### src/rtl/brake_stop_map.vh
`ifndef BRAKE_STOP_MAP_VH
`define BRAKE_STOP_MAP_VH
// =====================================
// register offsets
`define OFS_CTRL      8'h00
`define OFS_REL_TIME  8'h04
`define OFS_ENG_TIME  8'h08
`define OFS_WAIT_TIME 8'h0C
`define OFS_FLT_TIME  8'h10
`define OFS_REL_SPD   8'h14
`define OFS_REL_TRQ   8'h18
`define OFS_DC_HOLD   8'h1C
`define OFS_STATUS    8'h20
`define OFS_MEAS_TRQ  8'h24
// =====================================
// ctrl fields
`define CTRL_STOP_MODE  0
`define CTRL_VEC_BRAKE  1
`define CTRL_BRAKE_EN   2
`define CTRL_DC_EN      3
`define CTRL_SPD_MODE   4
`define CTRL_SV_LO      5
`define CTRL_SV_HI      6
// status fields
`define ST_TRIP         0
`define ST_WARN         1
`define ST_BRAKE        2
`define ST_ACK          3
`define ST_STATE_LO     4
`define ST_STATE_HI     6
// dc hold fields
`define DC_THR_LO       0
`define DC_THR_HI       7
`define DC_CUR_LO       8
`define DC_CUR_HI       14
// =====================================
// reset values, times in 10 ms units
`define RST_CTRL      7'h14
`define RST_REL_TIME  12'h000
`define RST_ENG_TIME  12'h000
`define RST_WAIT_TIME 12'h000
`define RST_FLT_TIME  12'h064
`define RST_REL_SPD   16'h0000
`define RST_REL_TRQ   16'h0000
`define RST_DC_THR    8'h0A
`define RST_DC_CUR    7'h1E
// =====================================
// limits and timing
`define LIM_REL_TIME  12'h12C
`define LIM_WAIT_TIME 12'hBB8
`define LIM_FLT_TIME  12'h1F4
`define LIM_TRQ       16'h0190
`define LIM_DC_THR    8'hFA
`define LIM_DC_CUR    7'h64
`define SPD_CLAMP     16'h7FFE
`define TRQ_HOLD_PCT  16'h005A
`define TIME_UNIT_NS  10000000
`define CLK_NS        10
`define TICK_CYCLES   (`TIME_UNIT_NS / `CLK_NS)
`endif

### src/rtl/brake_stop_sequencer.v
// Operation
// - stop mode picks ramp down or coast
// - brake high without ack trips fault
// - ack still on after engage warns
// - brake lifts when release time expires
// - release speed and torque during release, 90% if release torque zero
// - release speed clamped below 32767
// - hold load for engage time after brake
// - wait time keeps brake open, restart allowed
// - torque before release, brake before removal
// - vector brake selects braking current limit
// - release torque floor, raised by measured
// - zero release torque selects 90% default; sign direction
// - release torque beats speed-derived init
// - ack input and brake output pins
// - dc hold enable, speed mode only
// - dc hold below threshold speed, ref
// - dc hold current percent of nominal
// - start vector fixed, stepping or encoder
`timescale 1ns/1ps
`default_nettype none
`include "brake_stop_map.vh"
module brake_stop_sequencer #(
  parameter TICK_CYCLES = `TICK_CYCLES
) (
  // clock and reset
  input  wire        pclk,
  input  wire        presetn,
  // apb slave
  input  wire        psel,
  input  wire        penable,
  input  wire        pwrite,
  input  wire [7:0]  paddr,
  input  wire [31:0] pwdata,
  output reg  [31:0] prdata,
  output reg         pready,
  output reg         pslverr,
  // motor control side
  input  wire        run_cmd,
  input  wire [15:0] speed_act,
  input  wire [15:0] speed_ref,
  input  wire [15:0] torque_act,
  input  wire [2:0]  enc_vector,
  output reg         ramp_en,
  output reg         coast,
  output reg         hold_torque,
  output reg  [15:0] speed_init,
  output reg  [15:0] torque_init,
  output reg         vec_brake,
  output reg         dc_clamp_on,
  output reg  [6:0]  dc_clamp_current_level,
  output reg  [2:0]  start_vector,
  // brake pins
  input  wire        brake_ack_pin,
  output reg         brake_out,
  output reg         brake_trip,
  output reg         brake_warn
);
  // =====================================
  // states
  localparam [2:0] S_IDLE = 3'd0;
  localparam [2:0] S_REL  = 3'd1;
  localparam [2:0] S_RUN  = 3'd2;
  localparam [2:0] S_STOP = 3'd3;
  localparam [2:0] S_WAIT = 3'd4;
  localparam [2:0] S_ENG  = 3'd5;
  localparam [2:0] S_HOLD = 3'd6;

  // =====================================
  // helpers
  function [15:0] abs16;
    input [15:0] v;
    begin
      abs16 = v[15] ? (~v + 16'h0001) : v;
    end
  endfunction

  function [11:0] lim12;
    input [11:0] v;
    input [11:0] m;
    begin
      lim12 = (v > m) ? m : v;
    end
  endfunction

  function [15:0] clamp_trq;
    input [15:0] v;
    begin
      if (!v[15] && v > `LIM_TRQ)
        clamp_trq = `LIM_TRQ;
      else if (v[15] && abs16(v) > `LIM_TRQ)
        clamp_trq = ~`LIM_TRQ + 16'h0001;
      else
        clamp_trq = v;
    end
  endfunction

  // =====================================
  // registers
  reg [6:0]  ctrl_r;
  reg [11:0] rel_t_r;
  reg [11:0] eng_t_r;
  reg [11:0] wait_t_r;
  reg [11:0] flt_t_r;
  reg [15:0] rel_spd_r;
  reg [15:0] rel_trq_r;
  reg [7:0]  dc_thr_r;
  reg [6:0]  dc_cur_r;
  reg [15:0] meas_trq_r;
  reg [2:0]  state_r;
  reg [2:0]  state_nxt;
  reg [31:0] pre_r;
  reg [11:0] tmr_r;
  reg [11:0] flt_cnt_r;
  reg [2:0]  seq_r;
  reg        ack_s1_r;
  reg        ack_r;

  wire tick = (pre_r == TICK_CYCLES - 1);
  wire tmr_done = (tmr_r == 12'h000);
  wire wr_en = psel & penable & pready & pwrite;
  wire stop_coast = ctrl_r[`CTRL_STOP_MODE];
  wire brk_en = ctrl_r[`CTRL_BRAKE_EN];
  wire at_zero = (abs16(speed_act) == 16'h0000);
  wire clr_trip = wr_en && paddr == `OFS_STATUS
                  && pwdata[`ST_TRIP];
  wire clr_warn = wr_en && paddr == `OFS_STATUS
                  && pwdata[`ST_WARN];

  // =====================================
  // brake ack synchroniser
  always @(posedge pclk or negedge presetn) begin
    if (!presetn) begin
      ack_s1_r <= 1'b0;
      ack_r    <= 1'b0;
    end else begin
      ack_s1_r <= brake_ack_pin;
      ack_r    <= ack_s1_r;
    end
  end

  // =====================================
  // apb slave, zero wait
  reg        map_hit;
  reg [31:0] rd_val;
  always @* begin
    map_hit = 1'b1;
    rd_val  = 32'h0000_0000;
    case (paddr)
      `OFS_CTRL:      rd_val = {25'h0, ctrl_r};
      `OFS_REL_TIME:  rd_val = {20'h0, rel_t_r};
      `OFS_ENG_TIME:  rd_val = {20'h0, eng_t_r};
      `OFS_WAIT_TIME: rd_val = {20'h0, wait_t_r};
      `OFS_FLT_TIME:  rd_val = {20'h0, flt_t_r};
      `OFS_REL_SPD:   rd_val = {16'h0, rel_spd_r};
      `OFS_REL_TRQ:   rd_val = {16'h0, rel_trq_r};
      `OFS_DC_HOLD:   rd_val = {17'h0, dc_cur_r, dc_thr_r};
      `OFS_STATUS:    rd_val = {25'h0, state_r, ack_r,
                                brake_out, brake_warn,
                                brake_trip};
      `OFS_MEAS_TRQ:  rd_val = {16'h0, meas_trq_r};
      default:        map_hit = 1'b0;
    endcase
  end

  always @(posedge pclk or negedge presetn) begin
    if (!presetn) begin
      pready  <= 1'b0;
      prdata  <= 32'h0000_0000;
      pslverr <= 1'b0;
    end else begin
      pready  <= psel & ~penable;
      pslverr <= psel & ~penable & ~map_hit;
      if (psel && !penable)
        prdata <= pwrite ? 32'h0000_0000 : rd_val;
    end
  end

  always @(posedge pclk or negedge presetn) begin
    if (!presetn) begin
      ctrl_r    <= `RST_CTRL;
      rel_t_r   <= `RST_REL_TIME;
      eng_t_r   <= `RST_ENG_TIME;
      wait_t_r  <= `RST_WAIT_TIME;
      flt_t_r   <= `RST_FLT_TIME;
      rel_spd_r <= `RST_REL_SPD;
      rel_trq_r <= `RST_REL_TRQ;
      dc_thr_r  <= `RST_DC_THR;
      dc_cur_r  <= `RST_DC_CUR;
    end else if (wr_en) begin
      case (paddr)
        `OFS_CTRL:
          ctrl_r <= pwdata[6:0];
        `OFS_REL_TIME:
          rel_t_r <= lim12(pwdata[11:0], `LIM_REL_TIME);
        `OFS_ENG_TIME:
          eng_t_r <= lim12(pwdata[11:0], `LIM_REL_TIME);
        `OFS_WAIT_TIME:
          wait_t_r <= lim12(pwdata[11:0], `LIM_WAIT_TIME);
        `OFS_FLT_TIME:
          flt_t_r <= lim12(pwdata[11:0], `LIM_FLT_TIME);
        `OFS_REL_SPD: begin
          if (pwdata[15:0] > `SPD_CLAMP && !pwdata[15])
            rel_spd_r <= `SPD_CLAMP;
          else
            rel_spd_r <= pwdata[15:0];
        end
        `OFS_REL_TRQ:
          rel_trq_r <= clamp_trq(pwdata[15:0]);
        `OFS_DC_HOLD: begin
          dc_thr_r <= (pwdata[7:0] > `LIM_DC_THR)
                      ? `LIM_DC_THR : pwdata[7:0];
          dc_cur_r <= (pwdata[14:8] > `LIM_DC_CUR)
                      ? `LIM_DC_CUR : pwdata[14:8];
        end
        default: ;
      endcase
    end
  end

  // =====================================
  // sequencer
  always @* begin
    state_nxt = state_r;
    case (state_r)
      S_IDLE:
        if (run_cmd && !brake_trip)
          state_nxt = brk_en ? S_REL : S_RUN;
      S_REL:
        if (!run_cmd)
          state_nxt = S_IDLE;
        else if (tmr_done)
          state_nxt = S_RUN;
      S_RUN:
        if (!run_cmd)
          state_nxt = S_STOP;
      S_STOP:
        if (run_cmd)
          state_nxt = S_RUN;
        else if (at_zero)
          state_nxt = brk_en ? S_WAIT : S_IDLE;
      S_WAIT:
        if (run_cmd)
          state_nxt = S_RUN;
        else if (tmr_done)
          state_nxt = S_ENG;
      S_ENG:
        if (tmr_done)
          state_nxt = ack_r ? S_HOLD : S_IDLE;
      S_HOLD:
        if (!ack_r)
          state_nxt = S_IDLE;
      default:
        state_nxt = S_IDLE;
    endcase
    if (brake_trip && state_r != S_IDLE)
      state_nxt = S_IDLE;
  end

  // release torque choice, measured floor
  reg [15:0] trq_sel;
  always @* begin
    trq_sel = `TRQ_HOLD_PCT;
    if (rel_trq_r != 16'h0000) begin
      if (abs16(meas_trq_r) > abs16(rel_trq_r))
        trq_sel = rel_trq_r[15]
                  ? ~abs16(meas_trq_r) + 16'h0001
                  : abs16(meas_trq_r);
      else
        trq_sel = rel_trq_r;
    end
  end

  always @(posedge pclk or negedge presetn) begin
    if (!presetn) begin
      state_r    <= S_IDLE;
      pre_r      <= 32'h0000_0000;
      tmr_r      <= 12'h000;
      meas_trq_r <= 16'h0000;
      seq_r      <= 3'h0;
    end else begin
      state_r <= state_nxt;
      pre_r   <= tick ? 32'h0000_0000 : pre_r + 32'h1;
      if (state_nxt != state_r) begin
        case (state_nxt)
          S_REL:   tmr_r <= rel_t_r;
          S_WAIT:  tmr_r <= wait_t_r;
          S_ENG:   tmr_r <= eng_t_r;
          default: tmr_r <= 12'h000;
        endcase
      end else if (tick && !tmr_done)
        tmr_r <= tmr_r - 12'h001;
      if (state_r == S_WAIT && state_nxt == S_ENG)
        meas_trq_r <= torque_act;
      if (state_r == S_IDLE && state_nxt != S_IDLE)
        seq_r <= (seq_r == 3'h5) ? 3'h0 : seq_r + 3'h1;
    end
  end

  // =====================================
  // brake supervision
  wire brk_open = (state_r == S_RUN) || (state_r == S_STOP)
                  || (state_r == S_WAIT);
  always @(posedge pclk or negedge presetn) begin
    if (!presetn) begin
      flt_cnt_r  <= 12'h000;
      brake_trip <= 1'b0;
      brake_warn <= 1'b0;
    end else begin
      if (brake_out && !ack_r) begin
        if (tick && flt_cnt_r != flt_t_r)
          flt_cnt_r <= flt_cnt_r + 12'h001;
      end else
        flt_cnt_r <= 12'h000;
      if (brake_out && !ack_r && flt_cnt_r == flt_t_r)
        brake_trip <= 1'b1;
      else if (clr_trip)
        brake_trip <= 1'b0;
      if (state_r == S_ENG && tmr_done && ack_r)
        brake_warn <= 1'b1;
      else if (clr_warn)
        brake_warn <= 1'b0;
    end
  end

  // =====================================
  // outputs
  always @(posedge pclk or negedge presetn) begin
    if (!presetn) begin
      brake_out   <= 1'b0;
      ramp_en     <= 1'b0;
      coast       <= 1'b0;
      hold_torque <= 1'b0;
      speed_init  <= 16'h0000;
      torque_init <= 16'h0000;
      vec_brake   <= 1'b0;
      dc_clamp_on <= 1'b0;
      dc_clamp_current_level <= 7'h00;
      start_vector <= 3'h0;
    end else begin
      brake_out <= brk_en && !brake_trip
                   && (state_nxt == S_RUN || brk_open
                       && state_nxt == S_WAIT
                       || state_nxt == S_STOP);
      ramp_en <= (state_nxt == S_RUN);
      coast   <= brake_trip || (state_nxt == S_STOP
                 && stop_coast);
      hold_torque <= (state_nxt == S_REL)
                     || (state_nxt == S_WAIT)
                     || (state_nxt == S_ENG)
                     || (state_nxt == S_HOLD);
      speed_init  <= (state_nxt == S_REL)
                     ? rel_spd_r : 16'h0000;
      torque_init <= (state_nxt == S_REL)
                     ? trq_sel : 16'h0000;
      vec_brake   <= ctrl_r[`CTRL_VEC_BRAKE];
      dc_clamp_on <= ctrl_r[`CTRL_DC_EN]
                     && ctrl_r[`CTRL_SPD_MODE]
                     && abs16(speed_act) < {8'h00, dc_thr_r}
                     && abs16(speed_ref) < {8'h00, dc_thr_r};
      dc_clamp_current_level <= dc_cur_r;
      if (state_r == S_IDLE && state_nxt != S_IDLE) begin
        case (ctrl_r[`CTRL_SV_HI:`CTRL_SV_LO])
          2'd1:    start_vector <= seq_r;
          2'd2:    start_vector <= enc_vector;
          default: start_vector <= 3'h0;
        endcase
      end
    end
  end
endmodule
`default_nettype wire

### config.mk
export PLATFORM = sky130hd
export DESIGN_NAME = brake_stop_sequencer
export DESIGN_NICKNAME = d
export VERILOG_FILES = /design/src/rtl/brake_stop_sequencer.v
export VERILOG_INCLUDE_DIRS = /design/src /design/src/rtl
export SDC_FILE = /design/constraint.sdc
export NUM_CORES = 1
export LEC_CHECK = 0
export BUFFER_PORTS_ARGS = -buffer_cell sky130_fd_sc_hd__buf_2
export CAP_MARGIN = 30
export CORE_MARGIN = 2
export CORE_UTILIZATION = 50
export CTS_BUF_LIST = sky130_fd_sc_hd__clkbuf_2
export DETAILED_ROUTE_END_ITERATION = 8
export PLACE_DENSITY = 0.7
export SLEW_MARGIN = 10
export SYNTH_ARGS = -nofsm -noshare
export SYNTH_HDL_FRONTEND = slang
export SYNTH_SLANG_ARGS = --single-unit
export TNS_END_PERCENT = 20
### constraint.sdc
create_clock -name pclk -period 5 [get_ports pclk]
set_clock_uncertainty 0.1 [all_clocks]
set_input_delay 0.5 -clock pclk [delete_from_list [all_inputs] [get_ports pclk]]
set_output_delay 0.5 -clock pclk [all_outputs]
set_load 0.1 [all_outputs]
Word-level counts from Yosys, hierarchy flattened
Cells that the tools add are included.

Bitwise gates (word level): 13. Equality and inequality tests: 29. Add/subtract/negate cells: 10. Mux-type cells: 48. Order comparisons: 11. Reduce and logical (&&, ||, !) cells: 56.

Operator list (count): 16-bit 2-to-1 mux (13); 16-bit one-hot mux with 10 select lines (1); 16-bit by 1-bit adder with 16-bit output, second input constant (6); 16-bit NOT (6); 12-bit 2-to-1 mux (7); 32-bit 2-to-1 mux (2); 3-bit 2-to-1 mux (14); 12-bit one-hot mux with 3 select lines (1); 32-bit by 1-bit adder with 32-bit output, second input constant (1); 32-bit by 20-bit equality test with 1-bit output, second input constant (1); 8-bit by 5-bit equality test with 1-bit output, second input constant (4); 16-bit by 9-bit greater-than comparator with 1-bit output, second input constant (2); 16-bit by 8-bit < comparator with 1-bit output (2); 12-bit by 9-bit greater-than comparator with 1-bit output, second input constant (2); 1-bit logical AND (24); 3-bit equality test, second input constant (7); 3-bit one-hot mux with 7 select lines (1); 8-bit by 4-bit equality test with 1-bit output, second input constant (2); 8-bit by 6-bit equality test with 1-bit output, second input constant (2); 16-bit by 15-bit greater-than comparator with 1-bit output, second input constant (1); 16-bit greater-than comparator (1); 16-bit logical NOT (1); 2-bit AND reduction (8); 16-bit nonzero test (1); 30 further kinds (57).

Word-level logic and storage cells: 199. Input bits: 98. Register bits after elaboration: 266.

Depth between registers and ports, before layout
Gate-level depths: netlist of run 1.

Word-level depth: 13. Depth in mapped cells: 16. Gate-level depth less buffers: 15.

Least setup slack after synthesis of run 1
Ideal clock, no wire load.

Path type: register -> register. Start: reg rel_trq_r[9]. End: reg torque_init[11]. Cell stages (with the launch flop): 13. Period minus slack after synthesis: 3.888 ns. Path slack: 1.112 ns. Required time: 4.781 ns. Path buffers: 1. Setup time: 0.119 ns. Data arrival time: 3.670 ns. Cells stage by stage: dfrtp_1 > or4_1 > nor4_1 > inv_1 > or4_1 > ha_1 > nand4_1 > o21ai_0 > o21ai_0 > nor2_1 > clkbuf_1 > mux2i_1 > nor2_1.

Cells in the longest elaborated chain, start to end: 7. Elaborated cells between the ends (all ways): 8. Those cells by class: add/sub (1); order compare (1); mux (4); bitwise (1); reduce/logical (1).

Ends and longest elaborated chain: from (decl) (line brake_stop_sequencer.v:106) `reg [15:0] rel_trq_r;`; from (signal assigned) (line brake_stop_sequencer.v:187) `` rel_trq_r <= `RST_REL_TRQ; ``; from (signal assigned) (line brake_stop_sequencer.v:209) `rel_trq_r <= clamp_trq(pwdata[15:0]);`; 16-bit NOT (line brake_stop_sequencer.v:74) `abs16 = v[15] ? (~v + 16'h0001) : v;`; 16-bit by 1-bit adder with 16-bit output (line brake_stop_sequencer.v:74); 16-bit 2-to-1 mux (line brake_stop_sequencer.v:74); 16-bit greater-than comparator (line brake_stop_sequencer.v:265) `if (abs16(meas_trq_r) > abs16(rel_trq_r))`; 16-bit 2-to-1 mux (line brake_stop_sequencer.v:265); 16-bit 2-to-1 mux (*) (line brake_stop_sequencer.v:264) `if (rel_trq_r != 16'h0000) begin`; 16-bit 2-to-1 mux (*) (line brake_stop_sequencer.v:355) `? trq_sel : 16'h0000;`; to (signal assigned) (line brake_stop_sequencer.v:354) `torque_init <= (state_nxt == S_REL)`; to (decl) (line brake_stop_sequencer.v:48) `output reg [15:0] torque_init,`.

Every way passes the cells marked *; elsewhere a longest branch is shown, timed or not. A chain may end at the register's enable or synchronous reset.

Final worst setup path of run 1
Start: reg meas_trq_r[2]. End: reg torque_init[1].

Cells in the longest elaborated chain, start to end: 7.

Ends and longest elaborated chain: from (decl) (line brake_stop_sequencer.v:109) `reg [15:0] meas_trq_r;`; from (signal assigned) (line brake_stop_sequencer.v:294) `meas_trq_r <= torque_act;`; 16-bit NOT (line brake_stop_sequencer.v:74); 16-bit by 1-bit adder with 16-bit output (line brake_stop_sequencer.v:74); 16-bit 2-to-1 mux (*) (line brake_stop_sequencer.v:74); 16-bit greater-than comparator (*) (line brake_stop_sequencer.v:265); 16-bit 2-to-1 mux (*) (line brake_stop_sequencer.v:265); 16-bit 2-to-1 mux (*) (line brake_stop_sequencer.v:264); 16-bit 2-to-1 mux (*) (line brake_stop_sequencer.v:355).

Marked as above.

==> results of run 1 <==
## kinds of logic (layout without fill, tap and decap cells)
logic type / count (synthesis) / after routing / share of synthesized area, %
other: 1 / 17 / 0.0258
AOI/OAI and AO/OA: 347 / 347 / 17.1
buffers and inverters: 142 / 386 / 4.32
DFF: 250 / 250 / 43.1
adders and majority gates: 41 / 41 / 3.53
muxes: 78 / 78 / 6.06
and+or+nand+nor: 544 / 544 / 18.7
xor gates and xnor gates: 119 / 119 / 7.17
## power by group through the flow
stage / combinational (W) / sequential [W] / clock [W]
after global placement: 0.000318 / 0.00207 / 0
after floorplan: 0.000190 / 0.00208 / 0
after detailed placement: 0.000324 / 0.00207 / 0
after global routing: 0.000384 / 0.00204 / 0.00165
final: 0.000351 / 0.00203 / 0.00150
after CTS: 0.000349 / 0.00203 / 0.00154
## how the worst min path moves through the flow
stage	to	slack [ns]	cells after the start
3_3_place_gp	ack_r	0.25	0
3_5_place_dp	ack_r	0.25	0
2_1_floorplan	ack_r	0.10	0
5_1_grt	pslverr	0.03	3
6_report	pslverr	0.07	3
4_1_cts	rel_trq_r[6]	0.02	3
## final cells by class
cell class,count,area (um^2)
Timing Repair Buffer,210,1320
Tap cell,384,480
Inverter,53,199
Sequential cell,250,6270
Antenna cell,1,2.50
Multi-Input combinational cell,1145,7690
Fill cell,2526,12000
Clock inverter,14,80.1
Clock buffer,109,546
## worst reg2reg max path, cell delays in order, from the launching register on
cell	delay, ns
dfrtp_1	0.55
or4_4	0.57
o41ai_2	0.32
xnor2_1	0.33
ha_1	0.36
a21o_1	0.18
a21o_1	0.17
a21oi_1	0.17
o21ai_0	0.14
a2111oi_0	0.41
nor2_2	0.08
buf_4	0.25
mux2i_1	0.16
a21oi_1	0.20
## metrics by stage
stage / util, % / setup slack (ns)
floorplan: - / 1.11
global placement: 54.3 / 0.988
detailed placement: 54.3 / 1.02
CTS: 57.9 / 0.962
global route: 57.9 / 0.772
finish: 57.9 / 0.925
## Yosys cell counts, types with 25 or more instances
| cell | number |
|---|---|
| mux2i_1 | 28 |
| clkbuf_1 | 60 |
| mux2_2 | 40 |
| a21o_1 | 30 |
| nand3_1 | 27 |
| nor2_1 | 135 |
| o21ai_0 | 73 |
| a22oi_1 | 30 |
| xnor2_1 | 58 |
| nand4_1 | 25 |
| a21oi_1 | 45 |
| inv_1 | 52 |
| dfrtp_1 | 239 |
| nand2_1 | 170 |
| nor3_1 | 33 |
| ha_1 | 41 |
| xor2_1 | 61 |
| and2_1 | 32 |
## metal layers
| layer | GRT usage, % | share of wire, % |
|---|---|---|
| met1 | 38.1 | 43 |
| met2 | 46.4 | 48 |
| met4 | 11.4 | 3.4 |
| met5 | 0 | 0 |
| met3 | 4.66 | 6.2 |
## what timing repair did
action                                 CTS  global route
endpoints found under the hold margin  173             0
setup buffers                            0             0
hold buffers                            41             0
## registers in the layout (all words and copies together) (netlist names), 16 cells and up
signal	count
torque_init	16
speed_init	16
pre_r	32
prdata	16
meas_trq_r	16
rel_trq_r	16
rel_spd_r	16
## layout by cell type (no fill, tap or decap), types with 12 or more instances in the layout
cell / netlist / final
nand2_1: 170 / 170
xor2_1: 61 / 61
a21o_1: 30 / 30
a22o_1: 22 / 22
mux2i_1: 28 / 28
inv_1: 52 / 52
nor2_1: 135 / 134
dlygate4sd3_1: 0 / 41
dfrtp_1: 239 / 239
nand4_1: 25 / 25
nand3_1: 27 / 27
xnor2_1: 58 / 58
nor3_1: 33 / 33
ha_1: 41 / 41
a211oi_1: 12 / 12
conb_1: 1 / 16
nand2b_1: 18 / 18
a22oi_1: 30 / 30
a21oi_1: 45 / 45
mux2_2: 40 / 40
clkbuf_2: 1 / 109
a221oi_1: 20 / 20
o31ai_1: 14 / 14
a31oi_1: 21 / 21
buf_2: 6 / 148
and2_1: 32 / 32
buf_4: 17 / 20
o21ai_0: 73 / 73
nor4_1: 18 / 18
==> Implementation_results.wiki, run 1 <==
{| class="wikitable"
! Metric !! Value
|-
| Share of Yosys cell area claimed by the top area cell type || 41.2%
|-
| Global route total overflow || 0
|-
| Yosys warning total || 0
|-
| Effective utilization at floorplan || 50.8%
|-
| Library cell occupying the most area in the post-synthesis netlist || dfrtp_1
|-
| Full die area || 0.0304 mm^2
|-
| Average cell area after synthesis || 9.55 um^2
|-
| CTS tree || done
|-
| Power Total || 0.00389 W
|-
| Part of the power in combinational logic || 9.0%
|-
| Height of the chip || 174 um
|-
| Highest-delay cell along the critical path || or4_4
|-
| Number of cells produced by synthesis || 1522
|-
| Overall Global Routing Usage || 28.5%
|-
| Non-filler cells in the finished layout || 2166
|-
| Main flop type after synthesis || dfrtp_1
|-
| Fraction of power consumed by the clock network || 38.6%
|-
| Vias in the first global route || 12400
|-
| Data arrival, critical path || 4.70 ns
|-
| Cell depth of the worst flop-to-flop path || 13
|-
| Die extent in x || 174 um
|-
| Routability Congestion || 0.947
|-
| I/O Buffers || 149
|-
| Unrepaired setup endpoints after global routing || no
|-
| Setup slack of the most critical reg-to-reg path || 0.93 ns
|-
| Hold path startpoint || paddr[0]
|-
| Setup-failing EPs final || 0
|-
| Outcome || complete, no violations
|-
| Final Routed Wirelength || 43200 um
|-
| Number of buffer and inverter instances along the worst setup path || 1
|-
| Worst slew pin tran || 1.01 ns
|-
| Critical path fanouts, max || 19
|-
| Post-route minimum period || 4.07 ns
|-
| Initial antenna violation count || 1
|-
| Synth unique cells || 91
|-
| Total of flip-flops plus latches after synthesis || 250
|-
| Worst hold path class || in -> reg
|-
| Top achievable clock speed || 245 MHz
|-
| Fin. max-slew vios || 0
|-
| H-Tree Depth || 3
|-
| # clock sinks || 250
|-
| Peak VDD IR || 0.178 mV
|-
| Number of buffers on the longest clock path || 3
|-
| CP Launch Point || meas_trq_r[2]
|-
| Area inside the core boundary || 0.0286 mm^2
|-
| Boundary pin count || 182
|-
| Delay contributed by the slowest stage of the critical path || 0.57 ns
|-
| Endpoint of the lowest-slack register-to-register path || torque_init[1]
|-
| Clock-pin slew on the worst setup and hold paths || 0.10 ns
|-
| Required arrival time at the worst endpoint || 5.62 ns
|-
| Total CTS buffers || 69
|-
| Violation count after the first detailed-route iteration || 1163
|-
| Synth Cell Area || 0.0145 mm^2
|-
| Core Rows || 62
|-
| Via count || 12700
|-
| Share of async-settable or async-resettable flops after synthesis || 100%
|-
| Clock Tree Root || clkbuf_2
|-
| Cell breakdown of the critical path || or4_4 -> o41ai_2 -> xnor2_1 -> ha_1 -> a21o_1 -> a21o_1 -> a21oi_1 -> o21ai_0 -> a2111oi_0 -> nor2_2 -> buf_4 -> mux2i_1 -> a21oi_1
|-
| Kind of start point of the critical path || register
|-
| Growth of design area from synthesis to finish || 14.1%
|-
| Crit. path cell count || 13
|-
| EDFF count, synth || 0
|-
| Slew headroom || 32.6%
|-
| Final-layout setup total negative slack || 0 ns
|-
| Average detailed-routed wire length per instance || 19.9 um
|-
| Number of nets in the layout || 1868
|-
| Internal || 0.00276 W
|-
| First-pass GRT wire length || 68500 um
|-
| 1st-pass router iterations || 6
|-
| Clock Latency Late Sink || 0.88 ns
|-
| Hold slack || 0.0655 ns
|-
| Sw frac || 29.1%
|-
| Placement-stage cell area || 0.0155 mm^2
|-
| DR vias/cell || 5.85
|-
| Cell count after placement || 2001
|-
| Last element of the critical path || torque_init[1]
|-
| Kind of end point of the critical path || register
|-
| Drt drc || 0
|-
| Max-cap violations || 0
|-
| Sequential power share || 52.3%
|-
| Leakage || 8.13 nW
|-
| Sequential cell area fraction in the yosys report || 43.1%
|-
| Count of antenna-violating nets left after detailed routing || 0
|-
| Maximum number of pins on one net before global-route repair || 127
|-
| Part of the cycle the worst path needs || 81.5%
|-
| Fraction of layout cells with a size suffix above 1 || 21.3%
|-
| Number of endpoints with negative hold slack in the final report || 0
|-
| Main area contributors after synthesis || dfrtp_1 41%, nand2_1 4.4%, xor2_1 3.7%
|-
| Top Family by Delay on Critical Path || compound AO/OA/AOI/OAI gates
|-
| Beginning of the worst register-to-register path || meas_trq_r[2]
|-
| Power per standard cell area || 234 mW/mm^2
|-
| Detail Placement HPWL || 30500 um
|-
| Post-layout instance area || 0.0166 mm^2
|-
| Category of the most critical setup path || reg -> reg
|-
| NetSw || 0.00113 W
|-
| Total of cells resized after clock tree synthesis || 0
|}
(Power assumes the default switching activity.)
==> run 2: changes to the inputs <==
--- a/config.mk
+++ b/config.mk
@@ -12,7 +12,7 @@
 export CORE_UTILIZATION = 50
 export CTS_BUF_LIST = sky130_fd_sc_hd__clkbuf_2
 export DETAILED_ROUTE_END_ITERATION = 8
-export PLACE_DENSITY = 0.7
+export PLACE_DENSITY = 0.73
 export SLEW_MARGIN = 10
 export SYNTH_ARGS = -nofsm -noshare
 export SYNTH_HDL_FRONTEND = slang
==> constraint.sdc (replaced) <==
create_clock -name pclk -period 3.4 [get_ports pclk]
set_clock_uncertainty 0.1 [all_clocks]
set_input_delay 0.34 -clock pclk [delete_from_list [all_inputs] [get_ports pclk]]
set_output_delay 0.34 -clock pclk [all_outputs]
set_load 0.1 [all_outputs]
==> Implementation_results.wiki, run 2 (synthesized netlist as in run 1, its figures left out) <==
{| class="wikitable"
! Metric !! Value
|-
| Outcome || finished, violations left (was complete, no violations)
|-
| Violated checks || negative setup slack
|-
| Required arrival time at the worst endpoint || 4.06 ns (was 5.62 ns)
|-
| Power per standard cell area || 319 mW/mm^2 (was 234 mW/mm^2)
|-
| H-Tree Depth || 3 (unchanged)
|-
| Part of the cycle the worst path needs || 101% (was 81.5%)
|-
| Detail Placement HPWL || 31900 um (was 30500 um)
|-
| Most common cell after layout, fill and taps aside || dfrtp_1 (unchanged)
|-
| Full die area || 0.0304 mm^2 (unchanged)
|-
| Height of the chip || 174 um (unchanged)
|-
| Critical path fanouts, max || 6 (was 19)
|-
| Growth of design area from synthesis to finish || 22.9% (was 14.1%)
|-
| Clock-pin slew on the worst setup and hold paths || 0.09 ns (was 0.10 ns)
|-
| Final-layout setup total negative slack || -0.298 ns (was 0 ns)
|-
| Peak VDD IR || 0.204 mV (was 0.178 mV)
|-
| DR vias/cell || 5.80 (was 5.85)
|-
| Endpoint of the lowest-slack register-to-register path || torque_init[15] (was torque_init[1])
|-
| Routability Congestion || 0.938 (was 0.947)
|-
| Maximum number of pins on one net before global-route repair || 83 (was 127)
|-
| Count of antenna-violating nets left after detailed routing || 0 (unchanged)
|-
| Met2 layer wire length in the routed design || 20500 um (was 20600 um)
|-
| Highest-count cells in the layout ignoring fill and taps || 238 x dfrtp_1, 170 x nand2_1, 148 x buf_2 (was 239 x dfrtp_1, 170 x nand2_1, 148 x buf_2)
|-
| Fin. max-slew vios || 0 (unchanged)
|-
| Global route total overflow || 0 (unchanged)
|-
| Core Rows || 62 (unchanged)
|-
| Total CTS buffers || 66 (was 69)
|-
| Clock Latency Late Sink || 0.91 ns (was 0.88 ns)
|-
| Effective utilization at floorplan || 50.8% (unchanged)
|-
| Data arrival, critical path || 4.10 ns (was 4.70 ns)
|-
| Total length of routed met3 wires || 3430 um (was 2680 um)
|-
| Cell breakdown of the critical path || or4_4 -> buf_6 -> o41ai_4 -> xor2_1 -> ha_1 -> a21o_1 -> a21o_1 -> a21oi_2 -> o21ai_2 -> a2111oi_4 -> nor2_4 -> buf_12 -> buf_12 -> mux2i_1 -> a21oi_1 (was or4_4 -> o41ai_2 -> xnor2_1 -> ha_1 -> a21o_1 -> a21o_1 -> a21oi_1 -> o21ai_0 -> a2111oi_0 -> nor2_2 -> buf_4 -> mux2i_1 -> a21oi_1)
|-
| Setup slack of the most critical reg-to-reg path || -0.05 ns (was 0.93 ns)
|-
| Violation count after the first detailed-route iteration || 1142 (was 1163)
|-
| Filler Cells Inserted || 2393 (was 2526)
|-
| Destination of the worst hold path || ack_s1_r (was pslverr)
|-
| Average detailed-routed wire length per instance || 19.5 um (was 19.9 um)
|-
| Setup-failing EPs final || 11 (was 0)
|-
| Max-cap violations || 0 (unchanged)
|-
| Kind of end point of the critical path || register (unchanged)
|-
| Number of nets in the layout || 1987 (was 1868)
|-
| Fraction of layout cells with a size suffix above 1 || 26.6% (was 21.3%)
|-
| Vias in the first global route || 13100 (was 12400)
|-
| Drt drc || 0 (unchanged)
|-
| Initial antenna violation count || 1 (unchanged)
|-
| Final critical-path setup slack || -0.0472 ns (was 0.925 ns)
|-
| First-pass GRT wire length || 70500 um (was 68500 um)
|-
| Post-route minimum period || 3.45 ns (was 4.07 ns)
|-
| Number of endpoints with negative hold slack in the final report || 0 (unchanged)
|-
| Highest routing layer actually used || met4 (unchanged)
|-
| Worst hold path class || in -> reg (unchanged)
|-
| Boundary pin count || 182 (unchanged)
|-
| CP Launch Point || rel_trq_r[7] (was meas_trq_r[2])
|-
| Largest register by flop count || pre_r (unchanged)
|-
| Area used by sequential logic in the layout || 0.00627 mm^2 (about the same)
|-
| Via count || 13200 (was 12700)
|-
| Unrepaired setup endpoints after global routing || yes (was no)
|-
| Die extent in x || 174 um (unchanged)
|-
| Delay contributed by the slowest stage of the critical path || 0.57 ns (about the same)
|-
| I/O Buffers || 149 (unchanged)
|-
| Non-filler cells in the finished layout || 2277 (was 2166)
|-
| Setup slack after placement || -0.168 ns (was 1.02 ns)
|-
| Final core utilization || 62.4% (was 57.9%)
|-
| Area used by multi-input combinational logic || 0.00790 mm^2 (was 0.00769 mm^2)
|-
| Number of instances on the worst hold path || 2 (was 3)
|-
| Beginning of the worst register-to-register path || rel_trq_r[7] (was meas_trq_r[2])
|-
| Top Family by Delay on Critical Path || compound AO/OA/AOI/OAI gates (unchanged)
|-
| # clock sinks || 250 (unchanged)
|-
| M1 WL || 18600 um (was 18500 um)
|-
| Number of buffers on the longest clock path || 3 (unchanged)
|-
| Number of buffer and inverter instances along the worst setup path || 3 (was 1)
|-
| Number of flip-flops in the largest register || 32 (unchanged)
|-
| Cell count after placement || 2089 (was 2001)
|-
| Highest-delay cell along the critical path || or4_4 (unchanged)
|-
| Top achievable clock speed || 290 MHz (was 245 MHz)
|-
| Clock Tree Root || clkbuf_2 (unchanged)
|-
| Kind of start point of the critical path || register (unchanged)
|-
| Leakage || 8.78 nW (was 8.13 nW)
|-
| Area inside the core boundary || 0.0286 mm^2 (unchanged)
|-
| CTS tree || done (unchanged)
|-
| 1st-pass router iterations || 6 (unchanged)
|-
| Final Routed Wirelength || 44400 um (was 43200 um)
|-
| Hold path startpoint || brake_ack_pin (was paddr[0])
|-
| Overall Global Routing Usage || 29.3% (was 28.5%)
|-
| Category of the most critical setup path || reg -> reg (unchanged)
|-
| Slew headroom || 40.1% (was 32.6%)
|-
| Worst slew pin tran || 0.897 ns (was 1.01 ns)
|-
| Cell depth of the worst flop-to-flop path || 15 (was 13)
|}
## run 2: layer usage
metal,up-vias,GRT usage (%)
li1,6132,-
met1,6354,38.1
met2,604,46.8
met3,116,6.39
met4,0,13.5
met5,-,0
## run 2: final cells by class
class,count,share of cell area (%)
clock buffers,98,2.75
multi-input cells,1145,44.3
clock inverters,14,0.596
diodes,1,0.0140
well taps,384,2.69
repair buffers,332,13.5
inverters,53,1.11
flip-flops and latches,250,35.1
## run 2: what timing repair did
| item | CTS | global route |
|---|---|---|
| setup endpoints to repair | 16 | 42 |
| gates cloned | 1 | 0 |
| hold buffers | 64 | 0 |
| pin swaps | 18 | 12 |
| gates resized for setup | 18 | 22 |
| hold endpoints to repair | 303 | 0 |
| setup buffers | 8 | 3 |
## run 2: worst max-delay path by stage
stage                                 end  slack [ns]  cells past startpoint
after floorplan            torque_init[8]       -0.03                     14
after global placement     torque_init[6]       -0.09                     15
after detailed placement   torque_init[4]       -0.17                     15
after CTS                 torque_init[12]       -0.06                     15
after global routing       torque_init[0]       -0.17                     15
final                     torque_init[15]       -0.05                     15
## run 2: worst register-to-register path, cell delays in order (launching register included)
cell and delay, ns:
dfrtp_1 0.39, or4_4 0.57, buf_6 0.14, o41ai_4 0.29, xor2_1 0.19, ha_1 0.26
a21o_1 0.16, a21o_1 0.18, a21oi_2 0.13, o21ai_2 0.10, a2111oi_4 0.26, nor2_4 0.10
buf_12 0.15, buf_12 0.13, mux2i_1 0.14, a21oi_1 0.07
## run 2: metrics by stage
stage          power (W)  hold slack (ns)  cell area [um^2]
2_1_floorplan    0.00334          -0.0556             14600
3_3_place_gp     0.00353            0.235             16300
3_5_place_dp     0.00354            0.237             16300
4_1_cts          0.00575          0.00268             17800
5_1_grt          0.00598           0.0193             17900
6_report         0.00569           0.0533             17900
## run 2: power by group
group	internal, W	total, W	switching, W
Combinational	0.000198	0.000568	0.000370
Sequential	0.00298	0.00299	0.00000854
Clock	0.000849	0.00214	0.00129
==> run 3: changes to the inputs <==
--- a/config.mk
+++ b/config.mk
@@ -6,11 +6,12 @@
 export SDC_FILE = /design/constraint.sdc
 export NUM_CORES = 1
 export LEC_CHECK = 0
-export BUFFER_PORTS_ARGS = -buffer_cell sky130_fd_sc_hd__buf_2
+export BUFFER_PORTS_ARGS = -buffer_cell sky130_fd_sc_hd__clkbuf_2
 export CAP_MARGIN = 30
 export CORE_MARGIN = 2
 export CORE_UTILIZATION = 50
 export CTS_BUF_LIST = sky130_fd_sc_hd__clkbuf_2
+export CTS_CLUSTER_SIZE = 25
 export DETAILED_ROUTE_END_ITERATION = 8
 export PLACE_DENSITY = 0.73
 export SLEW_MARGIN = 10
==> Implementation_results.wiki, run 3 (synthesized netlist as in run 1, its figures left out) <==
{| class="wikitable"
! Metric !! Value
|-
| Effective utilization at floorplan || 50.8% (unchanged)
|-
| First-pass GRT wire length || 68800 um (was 70500 um)
|-
| Placement-stage cell area || 0.0163 mm^2 (about the same)
|-
| Number of nets in the layout || 1972 (was 1987)
|-
| NetSw || 0.00168 W (was 0.00167 W)
|-
| Average detailed-routed wire length per instance || 19.2 um (was 19.5 um)
|-
| Final critical-path setup slack || 0.00312 ns (was -0.0472 ns)
|-
| Setup-failing EPs final || 0 (was 11)
|-
| Core Rows || 62 (unchanged)
|-
| Post-layout instance area || 0.0176 mm^2 (was 0.0179 mm^2)
|-
| Number of buffers on the longest clock path || 3 (unchanged)
|-
| Sw frac || 29.7% (was 29.3%)
|-
| Total CTS buffers || 66 (unchanged)
|-
| Clock Latency Late Sink || 0.90 ns (was 0.91 ns)
|-
| Setup slack after placement || -0.131 ns (was -0.168 ns)
|-
| Area inside the core boundary || 0.0286 mm^2 (unchanged)
|-
| Data arrival, critical path || 4.02 ns (was 4.10 ns)
|-
| Post-route minimum period || 3.40 ns (was 3.45 ns)
|-
| Routability Congestion || 0.958 (was 0.938)
|-
| Cell breakdown of the critical path || or4_4 -> nor4_4 -> inv_1 -> or4_1 -> ha_1 -> nand4_1 -> o21ai_2 -> o21ai_2 -> nor2_4 -> buf_4 -> mux2i_1 -> a21oi_1 (was or4_4 -> buf_6 -> o41ai_4 -> xor2_1 -> ha_1 -> a21o_1 -> a21o_1 -> a21oi_2 -> o21ai_2 -> a2111oi_4 -> nor2_4 -> buf_12 -> buf_12 -> mux2i_1 -> a21oi_1)
|-
| Largest register by flop count || pre_r (unchanged)
|-
| Cell count after placement || 2090 (was 2089)
|-
| Growth of design area from synthesis to finish || 21.4% (was 22.9%)
|-
| Top Family by Delay on Critical Path || simple AND/OR/NAND/NOR gates (was compound AO/OA/AOI/OAI gates)
|-
| Fraction of power consumed by the clock network || 37.5% (about the same)
|-
| Die extent in x || 174 um (unchanged)
|-
| Detail Placement HPWL || 31700 um (was 31900 um)
|-
| Fraction of layout cells with a size suffix above 1 || 25.7% (was 26.6%)
|-
| DR vias/cell || 5.80 (about the same)
|-
| Power Total || 0.00568 W (was 0.00569 W)
|-
| I/O Buffers || 149 (unchanged)
|-
| Number of flip-flops in the largest register || 32 (unchanged)
|-
| Number of instances on the worst hold path || 5 (was 2)
|-
| Leakage || 8.65 nW (was 8.78 nW)
|-
| Category of the most critical setup path || reg -> reg (unchanged)
|-
| Overall Global Routing Usage || 28.6% (was 29.3%)
|-
| Power per standard cell area || 322 mW/mm^2 (was 319 mW/mm^2)
|-
| Unrepaired setup endpoints after global routing || yes (unchanged)
|-
| Part of the power in combinational logic || 9.9% (was 10.0%)
|-
| Kind of start point of the critical path || register (unchanged)
|-
| Final core utilization || 61.6% (was 62.4%)
|-
| Number of setup buffers added after CTS || 0 (was 8)
|-
| Hold path startpoint || paddr[1] (was brake_ack_pin)
|-
| Cell depth of the worst flop-to-flop path || 12 (was 15)
|-
| Count of antenna-violating nets left after detailed routing || 0 (unchanged)
|-
| Cell mode on critical path || o21ai_2
|-
| 1st-pass router iterations || 7 (was 6)
|-
| Slew headroom || 41.9% (was 40.1%)
|-
| Sequential power share || 52.6% (was 52.5%)
|-
| Internal || 0.00399 W (was 0.00403 W)
|-
| Kind of end point of the critical path || register (unchanged)
|-
| Global route total overflow || 0 (unchanged)
|-
| Clock Tree Root || clkbuf_2 (unchanged)
|-
| Number of endpoints with negative hold slack in the final report || 0 (unchanged)
|-
| Worst hold path class || in -> reg (unchanged)
|-
| Non-filler cells in the finished layout || 2270 (was 2277)
|-
| CTS tree || done (unchanged)
|-
| Most common cell after layout, fill and taps aside || clkbuf_2 (was dfrtp_1)
|-
| Critical path fanouts, max || 4 (was 6)
|-
| Number of buffer and inverter instances along the worst setup path || 2 (was 3)
|-
| CP Launch Point || rel_trq_r[9] (was rel_trq_r[7])
|-
| Violation count after the first detailed-route iteration || 1046 (was 1142)
|-
| Max-cap violations || 0 (unchanged)
|-
| Setup slack of the most critical reg-to-reg path || 0.003 ns (was -0.05 ns)
|-
| Destination of the worst hold path || prdata[13] (was ack_s1_r)
|-
| Final Routed Wirelength || 43500 um (was 44400 um)
|-
| Highest-count cells in the layout ignoring fill and taps || 250 x clkbuf_2, 238 x dfrtp_1, 170 x nand2_1 (was 238 x dfrtp_1, 170 x nand2_1, 148 x buf_2)
|-
| Part of the cycle the worst path needs || 99.9% (was 101%)
|-
| H-Tree Depth || 3 (unchanged)
|-
| # clock sinks || 250 (unchanged)
|-
| Peak VDD IR || 0.164 mV (was 0.204 mV)
|-
| Delay contributed by the slowest stage of the critical path || 0.58 ns (was 0.57 ns)
|-
| Vias in the first global route || 12900 (was 13100)
|-
| Highest-delay cell along the critical path || or4_4 (unchanged)
|-
| Top achievable clock speed || 294 MHz (was 290 MHz)
|-
| Worst slew pin tran || 0.870 ns (was 0.897 ns)
|-
| Drt drc || 0 (unchanged)
|-
| Full die area || 0.0304 mm^2 (unchanged)
|-
| Outcome || complete, no violations (was finished, violations left)
|-
| Endpoint of the lowest-slack register-to-register path || torque_init[15] (unchanged)
|-
| Initial antenna violation count || 1 (unchanged)
|-
| Boundary pin count || 182 (unchanged)
|-
| Beginning of the worst register-to-register path || rel_trq_r[9] (was rel_trq_r[7])
|-
| Fin. max-slew vios || 0 (unchanged)
|-
| Clock-pin slew on the worst setup and hold paths || 0.12 ns (was 0.09 ns)
|-
| Via count || 13200 (about the same)
|-
| Height of the chip || 174 um (unchanged)
|-
| Required arrival time at the worst endpoint || 4.02 ns (was 4.06 ns)
|-
| Maximum number of pins on one net before global-route repair || 76 (was 83)
|}
-- run 3: final cells by class --
class | instances | area (um^2)
Fill cell | 2451 | 11000
Multi-Input combinational cell | 1145 | 7830
Sequential cell | 250 | 6270
Timing Repair Buffer | 317 | 2240
Clock buffer | 102 | 510
Tap cell | 384 | 480
Inverter | 53 | 199
Clock inverter | 18 | 101
Antenna cell | 1 | 2.50
-- run 3: layer usage --
| layer | up-vias | routed length [um] | global-route usage [%] |
|---|---|---|---|
| li1 | 6136 | - | - |
| met1 | 6345 | 18200 | 37.8 |
| met2 | 582 | 20300 | 46.3 |
| met3 | 113 | 3420 | 5.53 |
| met4 | 0 | 1490 | 11.4 |
| met5 | - | 0 | 0 |
-- run 3: tightest hold or removal path: cells and delay by family --
family	cells	cell delay, ns
buf+inv	2	0.34
simple gates	2	0.16
compound gates	1	0.12
-- run 3: what timing repair did --
item / CTS / global route
pin swaps: 3 / 2
gates resized for setup: 8 / 11
hold buffers: 59 / 0
setup endpoints to repair: 16 / 42
endpoints found under the hold margin: 367 / 0
-- run 3: worst max path at each step --
stage,slack [ns],endpoint,cells past startpoint
after floorplan,-0.03,torque_init[8],14
after global placement,-0.06,torque_init[4],15
after detailed placement,-0.13,torque_init[6],15
after CTS,0.0009,torque_init[15],12
after global routing,-0.16,torque_init[6],12
final,0.003,torque_init[15],12
-- run 3: metrics by stage --
stage	hold WS [ns]	TNS, ns
global placement	0.199	-0.561
floorplan	-0.0556	-0.0979
finish	0.0628	0
global route	0.0749	-1.71
detailed placement	0.199	-1.61
CTS	0.00312	0
-- run 3: power groups by stage --
stage	registers, W	clock network [W]	logic (W)
after floorplan	0.00306	0	0.000280
after detailed placement	0.00305	0	0.000496
final	0.00299	0.00213	0.000561
after CTS	0.00299	0.00218	0.000556
after global routing	0.00299	0.00234	0.000607
after global placement	0.00305	0	0.000484
